===== src/common/out_alloc_pkg.sv =====
// Package: constants, register map and carrier types of the output signal allocator
package out_alloc_pkg;

  // ****************************************
  // Sizes
  // ****************************************
  localparam int NUM_FUNCS   = 16;
  localparam int NUM_OUTS    = 5;
  localparam int SEL_W       = 4;
  localparam int ADDR_W      = 4;

  // ****************************************
  // Register word offsets (one address step per register)
  // ****************************************
  localparam logic [ADDR_W-1:0] OFF_ROUTE_A     = 4'h0;
  localparam logic [ADDR_W-1:0] OFF_ROUTE_B     = 4'h1;
  localparam logic [ADDR_W-1:0] OFF_PROXIMITY   = 4'h2;
  localparam logic [ADDR_W-1:0] OFF_MAINT       = 4'h3;
  localparam logic [ADDR_W-1:0] OFF_BRAKE_REQ   = 4'h4;
  localparam logic [ADDR_W-1:0] OFF_ZONE        = 4'h5;
  localparam logic [ADDR_W-1:0] OFF_ZONE_N      = 4'h6;
  localparam logic [ADDR_W-1:0] OFF_POLARITY_A  = 4'h7;
  localparam logic [ADDR_W-1:0] OFF_POLARITY_B  = 4'h8;
  localparam logic [ADDR_W-1:0] OFF_OUT_STATE   = 4'h9;
  localparam logic [ADDR_W-1:0] OFF_FUNC_STATE  = 4'hA;
  localparam int                NUM_RW_REGS     = 9;

  // ****************************************
  // Reset values
  // ****************************************
  localparam logic [15:0] RST_SEL      = 16'h0000;
  localparam logic [15:0] RST_POLARITY = 16'h0000;
  localparam logic [31:0] UNMAPPED_RD  = 32'h0000_0000;

  // ****************************************
  // Selector codes
  // ****************************************
  localparam logic [SEL_W-1:0] SEL_NONE     = 4'h0;
  localparam logic [SEL_W-1:0] SEL_RESERVED = 4'h6;

  // ****************************************
  // Function indices on the status vector
  // ****************************************
  localparam int F_POS_COMPLETE = 0;
  localparam int F_SPEED_MATCH  = 1;
  localparam int F_ROTATING     = 2;
  localparam int F_SERVO_READY  = 3;
  localparam int F_TORQUE_LIM   = 4;
  localparam int F_SPEED_LIM    = 5;
  localparam int F_BRAKE_REL    = 6;
  localparam int F_ALERT        = 7;
  localparam int F_PROXIMITY    = 8;
  localparam int F_MAINT_DUE    = 9;
  localparam int F_DYN_BRAKE    = 10;
  localparam int F_ZONE_1       = 11;
  localparam int F_ZONE_2       = 12;
  localparam int F_ZONE_3       = 13;
  localparam int F_ZONE_4       = 14;
  localparam int F_ZONE_INDEX   = 15;

  // ****************************************
  // Carrier types
  // ****************************************
  typedef struct packed {
    logic        read;
    logic        write;
    logic [ADDR_W-1:0] address;
    logic [31:0] writedata;
  } bus_req_type;

  typedef struct packed {
    logic [NUM_FUNCS-1:0] level;
    logic [NUM_FUNCS-1:0] valid;
  } status_type;

endpackage


===== src/output_signal_allocator.sv =====
// Output signal allocator: Avalon-MM registers, routing and registered outputs
//
// Local design decisions: register access over Avalon-MM and the register offsets.
`timescale 1ns/10ps
module output_signal_allocator
  import out_alloc_pkg::*;
(
  // Clock and reset
  input  wire logic                 ref_clk,
  input  wire logic                 rst,
  // Avalon-MM slave
  input  wire logic [ADDR_W-1:0]    address,
  input  wire logic                 read,
  input  wire logic                 write,
  input  wire logic [31:0]          writedata,
  input  wire logic [3:0]           byteenable,
  output logic      [31:0]          readdata,
  output logic                      waitrequest,
  // Status functions from the drive
  input  wire logic [NUM_FUNCS-1:0] func_level,
  input  wire logic [NUM_FUNCS-1:0] func_valid,
  // Output circuits of io_connector
  output logic      [NUM_OUTS-1:0]  out_circuit
);

  // ****************************************
  // Register storage
  // ****************************************
  logic [15:0] regs_q [NUM_RW_REGS];
  logic [31:0] readdata_q;
  logic        ack_q;
  logic        wait_q;
  logic [NUM_OUTS-1:0] out_q;

  // ****************************************
  // Bus decode
  // ****************************************
  wire         req_w     = read | write;
  wire         wr_fire   = write & ack_q;
  wire         rd_launch = req_w & ~ack_q;
  wire [15:0]  be_mask   = {{8{byteenable[1]}}, {8{byteenable[0]}}};
  wire         in_rw     = (address < ADDR_W'(NUM_RW_REGS));

  logic [31:0] rd_mux;
  always_comb begin
    rd_mux = UNMAPPED_RD;
    if (in_rw) begin
      rd_mux = {16'h0000, regs_q[address]};
    end else if (address == OFF_OUT_STATE) begin
      rd_mux = {27'h000_0000, out_q};
    end else if (address == OFF_FUNC_STATE) begin
      rd_mux = {func_valid, func_level};
    end
  end

  // Answer one cycle after the request is seen, then drop for one cycle
  always_ff @(posedge ref_clk or posedge rst) begin
    if (rst) begin
      ack_q      <= 1'b0;
      wait_q     <= 1'b1;
      readdata_q <= 32'h0000_0000;
    end else begin
      ack_q  <= rd_launch;
      wait_q <= ~rd_launch;
      if (rd_launch && read) begin
        readdata_q <= rd_mux;
      end
    end
  end

  assign waitrequest = wait_q;
  assign readdata    = readdata_q;

  genvar r;
  generate
    for (r = 0; r < NUM_RW_REGS; r++) begin : g_reg
      always_ff @(posedge ref_clk or posedge rst) begin
        if (rst) begin
          regs_q[r] <= (r >= 7) ? RST_POLARITY : RST_SEL;
        end else if (wr_fire && address == ADDR_W'(r)) begin
          regs_q[r] <= (regs_q[r] & ~be_mask) | (writedata[15:0] & be_mask);
        end
      end
    end
  endgenerate

  // ****************************************
  // Selector gathering
  // ****************************************
  logic [NUM_FUNCS*SEL_W-1:0] sel_flat;

  assign sel_flat[F_POS_COMPLETE*SEL_W +: SEL_W] = regs_q[OFF_ROUTE_A][3:0];
  assign sel_flat[F_SPEED_MATCH*SEL_W  +: SEL_W] = regs_q[OFF_ROUTE_A][7:4];
  assign sel_flat[F_ROTATING*SEL_W     +: SEL_W] = regs_q[OFF_ROUTE_A][11:8];
  assign sel_flat[F_SERVO_READY*SEL_W  +: SEL_W] = regs_q[OFF_ROUTE_A][15:12];
  assign sel_flat[F_TORQUE_LIM*SEL_W   +: SEL_W] = regs_q[OFF_ROUTE_B][3:0];
  assign sel_flat[F_SPEED_LIM*SEL_W    +: SEL_W] = regs_q[OFF_ROUTE_B][7:4];
  assign sel_flat[F_BRAKE_REL*SEL_W    +: SEL_W] = regs_q[OFF_ROUTE_B][11:8];
  assign sel_flat[F_ALERT*SEL_W        +: SEL_W] = regs_q[OFF_ROUTE_B][15:12];
  assign sel_flat[F_PROXIMITY*SEL_W    +: SEL_W] = regs_q[OFF_PROXIMITY][3:0];
  assign sel_flat[F_MAINT_DUE*SEL_W    +: SEL_W] = regs_q[OFF_MAINT][11:8];
  assign sel_flat[F_DYN_BRAKE*SEL_W    +: SEL_W] = regs_q[OFF_BRAKE_REQ][7:4];
  assign sel_flat[F_ZONE_1*SEL_W       +: SEL_W] = regs_q[OFF_ZONE][3:0];
  assign sel_flat[F_ZONE_2*SEL_W       +: SEL_W] = regs_q[OFF_ZONE][7:4];
  assign sel_flat[F_ZONE_3*SEL_W       +: SEL_W] = regs_q[OFF_ZONE][11:8];
  assign sel_flat[F_ZONE_4*SEL_W       +: SEL_W] = regs_q[OFF_ZONE][15:12];
  assign sel_flat[F_ZONE_INDEX*SEL_W   +: SEL_W] = regs_q[OFF_ZONE_N][3:0];

  // ****************************************
  // Polarity gathering
  // ****************************************
  logic [NUM_OUTS-1:0] invert;
  assign invert = {regs_q[OFF_POLARITY_B][0],
                   regs_q[OFF_POLARITY_A][12], regs_q[OFF_POLARITY_A][8],
                   regs_q[OFF_POLARITY_A][4],  regs_q[OFF_POLARITY_A][0]};

  // ****************************************
  // Routing and output register
  // ****************************************
  logic [NUM_OUTS-1:0] routed;

  out_route_core #(
    .FUNCS (NUM_FUNCS),
    .OUTS  (NUM_OUTS)
  ) u_core (
    .func_level (func_level),
    .func_valid (func_valid),
    .func_sel   (sel_flat),
    .invert     (invert),
    .routed     (routed)
  );

  always_ff @(posedge ref_clk or posedge rst) begin
    if (rst) begin
      out_q <= '0;
    end else begin
      out_q <= routed;
    end
  end

  assign out_circuit = out_q;

  function automatic logic expect_out(input int o, input logic [NUM_FUNCS-1:0] lv,
                                      input logic [NUM_FUNCS-1:0] vd,
                                      input logic [NUM_FUNCS*SEL_W-1:0] sl,
                                      input logic [NUM_OUTS-1:0] inv);
    logic acc;
    acc = 1'b0;
    for (int f = 0; f < NUM_FUNCS; f++) begin
      if (vd[f] && lv[f] && sl[f*SEL_W +: SEL_W] == SEL_W'(o + 1)) begin
        acc = 1'b1;
      end
    end
    return acc ^ inv[o];
  endfunction
endmodule // output_signal_allocator


===== src/out_route_core.sv =====
// Combinational routing of status functions onto output circuits
`timescale 1ns/10ps
module out_route_core
  import out_alloc_pkg::*;
#(
  parameter int FUNCS = NUM_FUNCS,
  parameter int OUTS  = NUM_OUTS
) (
  // Status in
  input  wire logic [FUNCS-1:0]       func_level,
  input  wire logic [FUNCS-1:0]       func_valid,
  // Selectors and polarity
  input  wire logic [FUNCS*SEL_W-1:0] func_sel,
  input  wire logic [OUTS-1:0]        invert,
  // Routed result
  output logic      [OUTS-1:0]        routed
);

  // A 4-bit selector can name at most fifteen circuits
  if (FUNCS < 1 || OUTS < 1 || OUTS > 15) begin : g_bad_size
    $error("out_route_core: FUNCS must be at least 1 and OUTS 1 to 15");
  end

  logic [FUNCS-1:0] live;

  assign live = func_level & func_valid;

  genvar o;
  generate
    for (o = 0; o < OUTS; o++) begin : g_out
      logic [FUNCS-1:0] hit;
      genvar f;
      for (f = 0; f < FUNCS; f++) begin : g_func
        assign hit[f] = live[f] &&
          (func_sel[f*SEL_W +: SEL_W] == SEL_W'(o + 1));
      end
      assign routed[o] = (|hit) ^ invert[o];
    end
  endgenerate

endmodule // out_route_core


===== config.mk =====
export PLATFORM = sky130hd
export DESIGN_NAME = output_signal_allocator
export DESIGN_NICKNAME = d
export VERILOG_FILES = /design/src/common/out_alloc_pkg.sv /design/src/output_signal_allocator.sv /design/src/out_route_core.sv
export SDC_FILE = /design/constraint.sdc
export NUM_CORES = 1
export LEC_CHECK = 0
export BUFFER_PORTS_ARGS = -buffer_cell sky130_fd_sc_hd__buf_2
export CORE_MARGIN = 1
export CORE_UTILIZATION = 53
export DETAILED_ROUTE_END_ITERATION = 10
export PLACE_DENSITY = 0.89
export SLEW_MARGIN = 20
export SYNTH_ARGS = -nofsm -noshare
export SYNTH_HDL_FRONTEND = slang
export SYNTH_SLANG_ARGS = --single-unit

===== constraint.sdc =====
create_clock -name ref_clk -period 5.15 [get_ports ref_clk]
set_clock_uncertainty 0.1 [all_clocks]
set_input_delay 0.515 -clock ref_clk [delete_from_list [all_inputs] [get_ports ref_clk]]
set_output_delay 0.515 -clock ref_clk [all_outputs]
set_load 0.02 [all_outputs]

==> results of run 1 <==
==> worst register-to-register path, cell delays in order (launching register included) <==
cell and delay (ns):
dfrtp_1 0.35, and2_1 0.22, nor2b_1 0.22, nand3b_1 0.19, nor2_2 0.52, mux2_2 0.41
==> worst max-delay path by stage <==
stage,startpoint,depth (start not counted),slack [ns],to
finish,address[0],7,2.44,readdata[1]$_DFFE_PP0P_
floorplan,rst,1,2.19,asynchronous set/reset pin
detailed placement,address[0],6,2.13,readdata[7]$_DFFE_PP0P_
CTS,address[0],7,2.44,readdata[1]$_DFFE_PP0P_
global placement,address[0],6,2.16,readdata[7]$_DFFE_PP0P_
global route,address[0],7,2.32,readdata[1]$_DFFE_PP0P_
==> final cells by class <==
class	count	area, um2	share of cell area
Clock buffer	20	467	0.0451
Inverter	6	26.3	0.00254
Tap cell	220	275	0.0266
Multi-Input combinational cell	490	4370	0.422
Antenna cell	1	2.50	0.000242
Sequential cell	183	4580	0.443
Timing Repair Buffer	101	533	0.0515
Clock inverter	12	92.6	0.00895
==> routing by layer <==
| metal | global-route usage | vias up | routed length (um) |
|---|---|---|---|
| met5 | 0 | - | 0 |
| met4 | 0.125 | 0 | 635 |
| met3 | 0.0674 | 49 | 2360 |
| met2 | 0.462 | 364 | 11700 |
| met1 | 0.416 | 3489 | 10600 |
| li1 | - | 2896 | - |
==> kinds of logic (layout without fill, tap and decap cells) <==
kind of cell	after synthesis	count (layout)	synth area share
AO/OA/AOI/OAI	99	99	0.0772
other	0	1	0
AND/OR/NAND/NOR	207	207	0.137
buffers and inverters	35	139	0.0188
flip-flops	183	183	0.502
XOR/XNOR	5	5	0.00480
multiplexers	179	179	0.260
==> placed cells by master, fill, tap and decap left out, types with 11 or more instances in the layout <==
master,Yosys,final
a21oi_1,18,18
nor2_1,32,32
nor4bb_1,16,16
nand4b_1,13,13
mux2_2,139,139
nand3b_1,17,17
dfrtp_1,182,182
a22o_1,16,16
nor2b_1,15,15
buf_2,8,95
mux4_2,32,32
o21ai_0,14,14
clkbuf_16,0,17
nand3_1,16,16
a211oi_1,11,11
nand2_1,39,39
nor2_2,12,12
==> power breakdown <==
group / internal [mW] / switching [mW] / total (mW)
Sequential: 1.64 / 0.195 / 1.83
Clock: 0.661 / 0.585 / 1.25
Combinational: 0.320 / 0.325 / 0.645
Total: 2.62 / 1.11 / 3.72
==> results.cfg, run 1 <==
[final_layout]
area_delta_synth_final_pct = 13.5
final_util = 0.620
fillers = 1264
drive_gt1_frac = 0.404
postLayoutCellArea_um2 = 10300
fin_nets = 875
finalNonFillerCells = 1033

[worst_setup_path]
critical_path_required_ns = 5.39
cp-end-kind = flip-flop
crit_slowest_cell = a2111oi_0
worstPathMaxFanout = 23
cp.arrival_ns = 2.95
path_cells = buf_2 -> buf_4 -> or3_1 -> nor2_1 -> a2111oi_0 -> a21oi_1 -> o21ai_0
rrSetupSlack_ns = 3.02
cp_num_buf_inv = 2
worstSetupPathType = primary input to flip-flop
cp_slowest_stage_delay_ns = 0.62
reg2regPathDepth = 5
r2r_start = ack_q$_DFF_PP0_
crit_path_start_kind = primary input
cpLargestDelayFamily = buffers and inverters

[yosys]
synth_area_leaders = dfrtp_1 (50%), mux2_2 (17%), mux4_2 (7.9%)
yosys-top-cells-count = dfrtp_1 (182), mux2_2 (139), nand2_1 (39)
syn-num-nets = 784
synth_seq_cells = 183
synth_most_common_cell = dfrtp_1
synth_edf_count = 0
synth_area_um2 = 9120
synth_cell_types = 52
syn-mean-instance-area_um2 = 12.9
ys.warnings.count = 0
yosys_most_used_dff = dfrtp_1
synth_seq_area_share = 0.502
synth_top_cell_area_share = 0.499
synth-async-reset-ratio = 1.00
synth.largest_area_cell = dfrtp_1
syn_inst = 708

[routing]
ant_nets = 0
routed_wl_mm = 25.3
drt-pass1-iter-count = 5
drc_errors = 0
post_drt_wl_per_cell_um = 24.5
drt_iter0_drc = 783
viasPerCell = 6.58
num_vias = 6798

[clocking]
cts_tree = yes
h-tree-depth = 4
worstSkewPairLatency_ns = 0.44
root_buffer = clkbuf_16
clkTransAtPathRegs_ns = 0.07
clockBufferDepth = 2
cts_setup_buffers = 0
hold_buffers = 0
cts_made_buffers = 17
cts_sinks = 183
cts.repair.resized = 0

[floorplanning]
rows = 47
design.core.area_um2 = 16700
start_util = 0.546
fp.dieH_um = 133
ios = 114
fp.dieW_um = 133
fp.dieArea_um2 = 17700

[timing]
setup_ws_ns = 2.44
fin_setup_tns_ns = 0
worst_pin_slew_ns = 1.01
fin_crit_sh = 0.526
grt_setup_unrepaired = no
finalMaxSlewViolations = 0
setup_viol = 0
holdWs_ns = 0.214
fmax_mhz = 369
hold_violations = 0
min_period_ns = 2.71
max_slew_margin = 0.324

[power]
power.total_mw = 3.72
vdd_drop_max_mv = 0.246
cellPowerDensity_nw_per_um2 = 360
p_leak_nw = 4.74

[placement]
dp_slack_ns = 2.13
globalplace.congestion = 0.934
portBuffers = 95
hpwl_mm = 17.4
dp.cells = 1000
postPlaceCellArea_um2 = 9790

[global_routing]
grt_pass1_wl_mm = 39.6
grt_remaining_overflow = 0
grt_pass1_vias = 6839
grt_use_total = 0.301
grt_max_degree = 184
antenna_found_initial = 0

[job]
drv_cap = 0

[min_path]
whs_endpoint = readdata[25]$_DFFE_PP0P_
hp-class = primary input to flip-flop
hold_depth = 2
min_from = func_valid[9]

[status]
status = completed
No activity file was read; power rests on OpenSTA's default activity.
==> run 2: changes to the inputs <==
ABC_AREA = 1   (was default)
clock period = 2.4 ns   (was 5.15 ns; I/O delays follow)
==> run 2 against run 1 <==
  * Core utilization grew 1.1 points
  * Non-clock buffer count rose by 34
  * Cell count up 59%
  * Critical endpoint is now readdata[6]$_DFFE_PP0P_
  * Highest routed layer unchanged
  * Sequential power rose by 110%
  * Routed wire length is 9.7% higher
==> results.cfg, run 2 <==
[status]
status = completed

[global_routing]
antenna_found_initial = 1
grt_remaining_overflow = 0
grt_use_total = 0.312
grt_busiest_layer = met2
use_met3 = 0.0686
use_met2 = 0.499
grt_pass1_wl_mm = 44.0
grt_max_degree = 68
met1_usage = 0.392
grt_pass1_vias = 8884

[clocking]
clkTransAtPathRegs_ns = 0.06
cts.repair.resized = 0
root_buffer = clkbuf_16
cts_tree = yes
worstSkewPairLatency_ns = 0.44
cts_sinks = 183
h-tree-depth = 4
clockBufferDepth = 2
cts_made_buffers = 17

[yosys]
synth_most_common_cell = nand2_1
synthAdderAreaFrac = 0
synth.area.mux_share = 0
synth_compound_area_frac = 0.107
synth_area_leaders = dfrtp_1 (48%), nand2_1 (20%), o21ai_0 (10%)
synth_edf_count = 0
syn_inst = 1300
syn-num-nets = 1376
synthXorXnorAreaFrac = 0
yosys_most_used_dff = dfrtp_1
synth.largest_area_cell = dfrtp_1
synth-async-reset-ratio = 1.00
synth_seq_area_share = 0.482
synth_cell_types = 28
synth_top_cell_area_share = 0.479
yosys-top-cells-count = nand2_1 (499), o21ai_0 (191), dfrtp_1 (182)
synth_simple_gate_area_frac = 0.341
synth_seq_cells = 183
ys.warnings.count = 0
synth_top_family_by_area = simple AND/OR/NAND/NOR gates
synth_area_um2 = 9500
syn-mean-instance-area_um2 = 7.31

[routing]
drt_iter0_drc = 1113
drc_errors = 0
ant_nets = 0
routed_wl_mm = 27.7
viasPerCell = 5.73
num_vias = 9438
post_drt_wl_per_cell_um = 16.9
drt-pass1-iter-count = 6

[floorplanning]
ios = 114
rows = 48
design.core.area_um2 = 17400
fp.dieArea_um2 = 18500
fp.dieW_um = 136
fp.dieH_um = 136
start_util = 0.545

[power]
p_leak_nw = 5.67
vdd_drop_max_mv = 0.403
cellPowerDensity_nw_per_um2 = 742
power.total_mw = 8.15

[final_layout]
drive_gt1_frac = 0.122
area_delta_synth_final_pct = 15.6
layout_commonest_cell = nand2_1
mostFrequentLayoutCells = nand2_1 (499), o21ai_0 (191), dfrtp_1 (182), nor2_1 (106), inv_1 (104)
fin_nets = 1483
final_util = 0.630

[timing]
grt_setup_unrepaired = no
worst_pin_slew_ns = 0.572
setup_ws_ns = 0.223
holdWs_ns = 0.0620
min_period_ns = 2.18
hold_violations = 0
fmax_mhz = 459
fin_crit_sh = 0.907
finalMaxSlewViolations = 0
max_slew_margin = 0.618
fin_setup_tns_ns = 0
setup_viol = 0

[worst_setup_path]
crit_top_cell = nand2_1
cp_num_buf_inv = 5
worstPathMaxFanout = 11
critical_path_required_ns = 2.62
cp.arrival_ns = 2.40
cpLargestDelayFamily = buffers and inverters
crit_path_start_kind = primary input
crit_slowest_cell = dlygate4sd3_1
cp_slowest_stage_delay_ns = 0.57
worstSetupPathType = primary input to flip-flop
path_cells = dlygate4sd3_1 -> buf_2 -> nor2_1 -> dlygate4sd3_1 -> nor2_2 -> inv_1 -> nor2_4 -> inv_1 -> or2_1 -> nand2_1 -> nand2_1 -> nand2_1
cp-end-kind = flip-flop

[min_path]
hp-class = primary input to flip-flop

[placement]
portBuffers = 95
globalplace.congestion = 0.983
dp_slack_ns = 0.408
hpwl_mm = 19.4

[job]
drv_cap = 0
run 2: cell types whose count changed after synthesis, moves of 74 or more:
cell     before  now
nand2_1      39  499
o21ai_0      14  191
inv_1         6  105
nand3_1      16  102
mux2_2      139    0
nor2_1       32  106
run 2: worst min-delay path, stage by stage:
cell and delay, ns:
buf_2 0.09, nand3_1 0.07, nand2_1 0.06, nand2_1 0.05
nand2_1 0.05
run 2: routing by layer:
layer,wire length (um),part of all wire
met3,2970,0.11
met1,10800,0.39
met2,12700,0.46
met4,1270,0.046
met5,0,0
run 2: area by class of cell:
| class | instances | area, um2 |
|---|---|---|
| Fill cell | 1398 | 6440 |
| Sequential cell | 183 | 4580 |
| Multi-Input combinational cell | 963 | 4250 |
| Timing Repair Buffer | 135 | 873 |
| Clock buffer | 20 | 467 |
| Inverter | 107 | 405 |
| Tap cell | 225 | 282 |
| Clock inverter | 12 | 116 |
| Antenna cell | 1 | 2.50 |
run 2: per-stage QoR:
step	instances	cell area, um2
2_1_floorplan	1300	9500
3_3_place_gp	1594	10200
3_5_place_dp	1594	10200
4_1_cts	1645	11000
5_1_grt	1645	11000
6_report	1646	11000
run 2: report_power, final:
group          switching, mW  total, mW  internal [mW]  leakage [nW]
Sequential             0.362       3.87           3.51          2.45
Combinational           1.01       1.52          0.506          2.93
Clock                   1.23       2.76           1.53         0.284
Total                   2.61       8.15           5.54          5.67
run 2: kinds of logic after synthesis:
family,Yosys count
simple gates,763
buf+inv,154
compound gates,200
flops,183
run 2: repair_timing:
item / in CTS / in global routing
hold buffers: 19 / 0
hold endpoints to repair: 30 / 0
setup endpoints to repair: 0 / 0
setup buffers: 0 / 0
run 2: final timing paths:
path	start	to	slack [ns]	cells past startpoint
setup / recovery	read	readdata[6]$_DFFE_PP0P_	0.22	12
hold / removal	func_level[5]	readdata[5]$_DFFE_PP0P_	0.06	5
setup reg to reg	ack_q$_DFF_PP0_	flip-flop	0.33	4
hold reg to reg	ack_q$_DFF_PP0_	ack_q$_DFF_PP0_	0.38	1
max in group asynchronous	rst	asynchronous set/reset pin	1.28	4
min in group asynchronous	rst	asynchronous set/reset pin	0.25	3
==> run 3: changes to the inputs <==
CORE_ASPECT_RATIO = 1.1   (was default)
==> run 3 against run 2 <==
  * First-iteration DRC count rose by 12%
  * Clock power up 2%
  * Via count shrank 0.18%
  * Hold slack improved by 0.00089 ns
  * Worst setup slack worse by 0.053 ns
==> results.cfg, run 3 (synthesis gave the netlist of run 2 again) <==
[timing]
hold_violations = 0
min_period_ns = 2.23
setup_viol = 0
finalMaxSlewViolations = 0
worst_pin_slew_ns = 0.788
holdWs_ns = 0.0629
grt_setup_unrepaired = no
fin_crit_sh = 0.929
fmax_mhz = 448
max_slew_margin = 0.474

[routing]
num_vias = 9421
drt-pass1-iter-count = 9
drc_errors = 0
viasPerCell = 5.69
post_drt_wl_per_cell_um = 16.8
routed_wl_mm = 27.9
ant_nets = 0
drt_iter0_drc = 1243

[final_layout]
fillers = 1367
multi_input_area_um2 = 4250
drive_gt1_frac = 0.122
regArea_um2 = 4580
finalNonFillerCells = 1656
mostFrequentLayoutCells = nand2_1 (499), o21ai_0 (191), dfrtp_1 (182), nor2_1 (106), inv_1 (104)
area_delta_synth_final_pct = 16.1
fin_nets = 1484
layout_commonest_cell = nand2_1

[clocking]
h-tree-depth = 4
cts_sinks = 183
root_buffer = clkbuf_16
cts.repair.resized = 0
cts_made_buffers = 17
cts_tree = yes
clkTransAtPathRegs_ns = 0.07
cts_setup_buffers = 0
clockBufferDepth = 2
worstSkewPairLatency_ns = 0.43

[global_routing]
grt_max_degree = 38
antenna_found_initial = 2
grt_use_total = 0.316
grt_pass1_wl_mm = 44.3
grt_pass1_vias = 8871
grt_remaining_overflow = 0

[worst_setup_path]
critical_path_required_ns = 2.67
crit_path_start_kind = primary input
cp.arrival_ns = 2.50
crit_top_cell = nand2_1
cp_slowest_stage_delay_ns = 0.56
cp-end-kind = flip-flop
path_cells = dlygate4sd3_1 -> buf_2 -> nor2_1 -> dlygate4sd3_1 -> nor2_2 -> inv_1 -> nor2_4 -> buf_4 -> nand3_1 -> nand2_1 -> nand2_1 -> nand2_1
worstPathMaxFanout = 32
crit_slowest_cell = dlygate4sd3_1
worstSetupPathType = primary input to flip-flop

[status]
status = completed

[placement]
dp.cells = 1605
portBuffers = 95
hpwl_mm = 19.5
globalplace.congestion = 0.966

[floorplanning]
fp.dieH_um = 142
design.core.area_um2 = 17300
ios = 114
fp.dieArea_um2 = 18500
start_util = 0.550
fp.dieW_um = 130
rows = 50

[power]
cellPowerDensity_nw_per_um2 = 745
switchingPower_mw = 2.61
p_comb_frac = 0.186
switching_share = 0.318
clkPwrFrac = 0.343
p_leak_nw = 5.68
internal_power_mw = 5.60
p_seq_frac = 0.471
vdd_drop_max_mv = 0.472

[min_path]
hp-class = primary input to flip-flop

[job]
drv_cap = 0
==> run 3: worst paths after layout <==
kind | slack (ns) | startpoint | end | cells after the start
worst max-delay path | 0.17 | read | readdata[11]$_DFFE_PP0P_ | 12
worst min-delay path | 0.06 | func_level[7] | readdata[7]$_DFFE_PP0P_ | 5
worst max register to register | 0.30 | ack_q$_DFF_PP0_ | flip-flop | 4
worst min register to register | 0.35 | ack_q$_DFF_PP0_ | ack_q$_DFF_PP0_ | 1
max in group asynchronous | 1.14 | rst | waitrequest$_DFF_PP1_ | 4
min in group asynchronous | 0.39 | rst | readdata[15]$_DFFE_PP0P_ | 3
==> run 3: final cells by class <==
cell class,count,share of cell area
clock inverter,12,0.0127
clock buffer,20,0.0405
antenna,1,0.000227
sequential,183,0.416
timing repair buffer,136,0.0819
multi-input combinational,963,0.386
tap,234,0.0266
inverter,107,0.0368
==> run 3: power groups by stage <==
stage               clock network (mW)  logic (mW)  registers (mW)
global route                      2.95        1.71            3.91
CTS                               2.81        1.50            3.85
global placement                     0        1.40            3.88
finish                            2.81        1.53            3.87
floorplan                            0       0.874            3.93
detailed placement                   0        1.46            3.90
==> run 3: metal layers <==
| metal | vias up | wire length, um | global-route usage |
|---|---|---|---|
| met5 | - | 13 | 0 |
| met4 | 2 | 1490 | 0.186 |
| met3 | 117 | 2960 | 0.0857 |
| met2 | 577 | 12700 | 0.496 |
| met1 | 4331 | 10700 | 0.390 |
| li1 | 4394 | - | - |
==> run 3: worst max-delay path, delay by kind of cell <==
family                 cells  cell delay, ns
AND/OR/NAND/NOR            7            0.66
buffers and inverters      5            1.60
==> run 3: stage by stage <==
stage	cell area (um2)	setup slack, ns	util	TNS (ns)	total power [mW]
6_report	11000	0.170	0.638	0	8.21
5_1_grt	11000	0.0199	0.638	0	8.57
4_1_cts	11000	0.192	0.638	0	8.16
3_5_place_dp	10300	0.383	0.594	0	5.36
3_3_place_gp	10300	0.488	0.594	0	5.28
2_1_floorplan	9500	-0.290	-	-52.73	4.80
==> run 3: timing repair <==
action	4_1_cts	5_1_grt
hold endpoints to repair	37	0
setup endpoints to repair	0	0
hold buffers	18	0
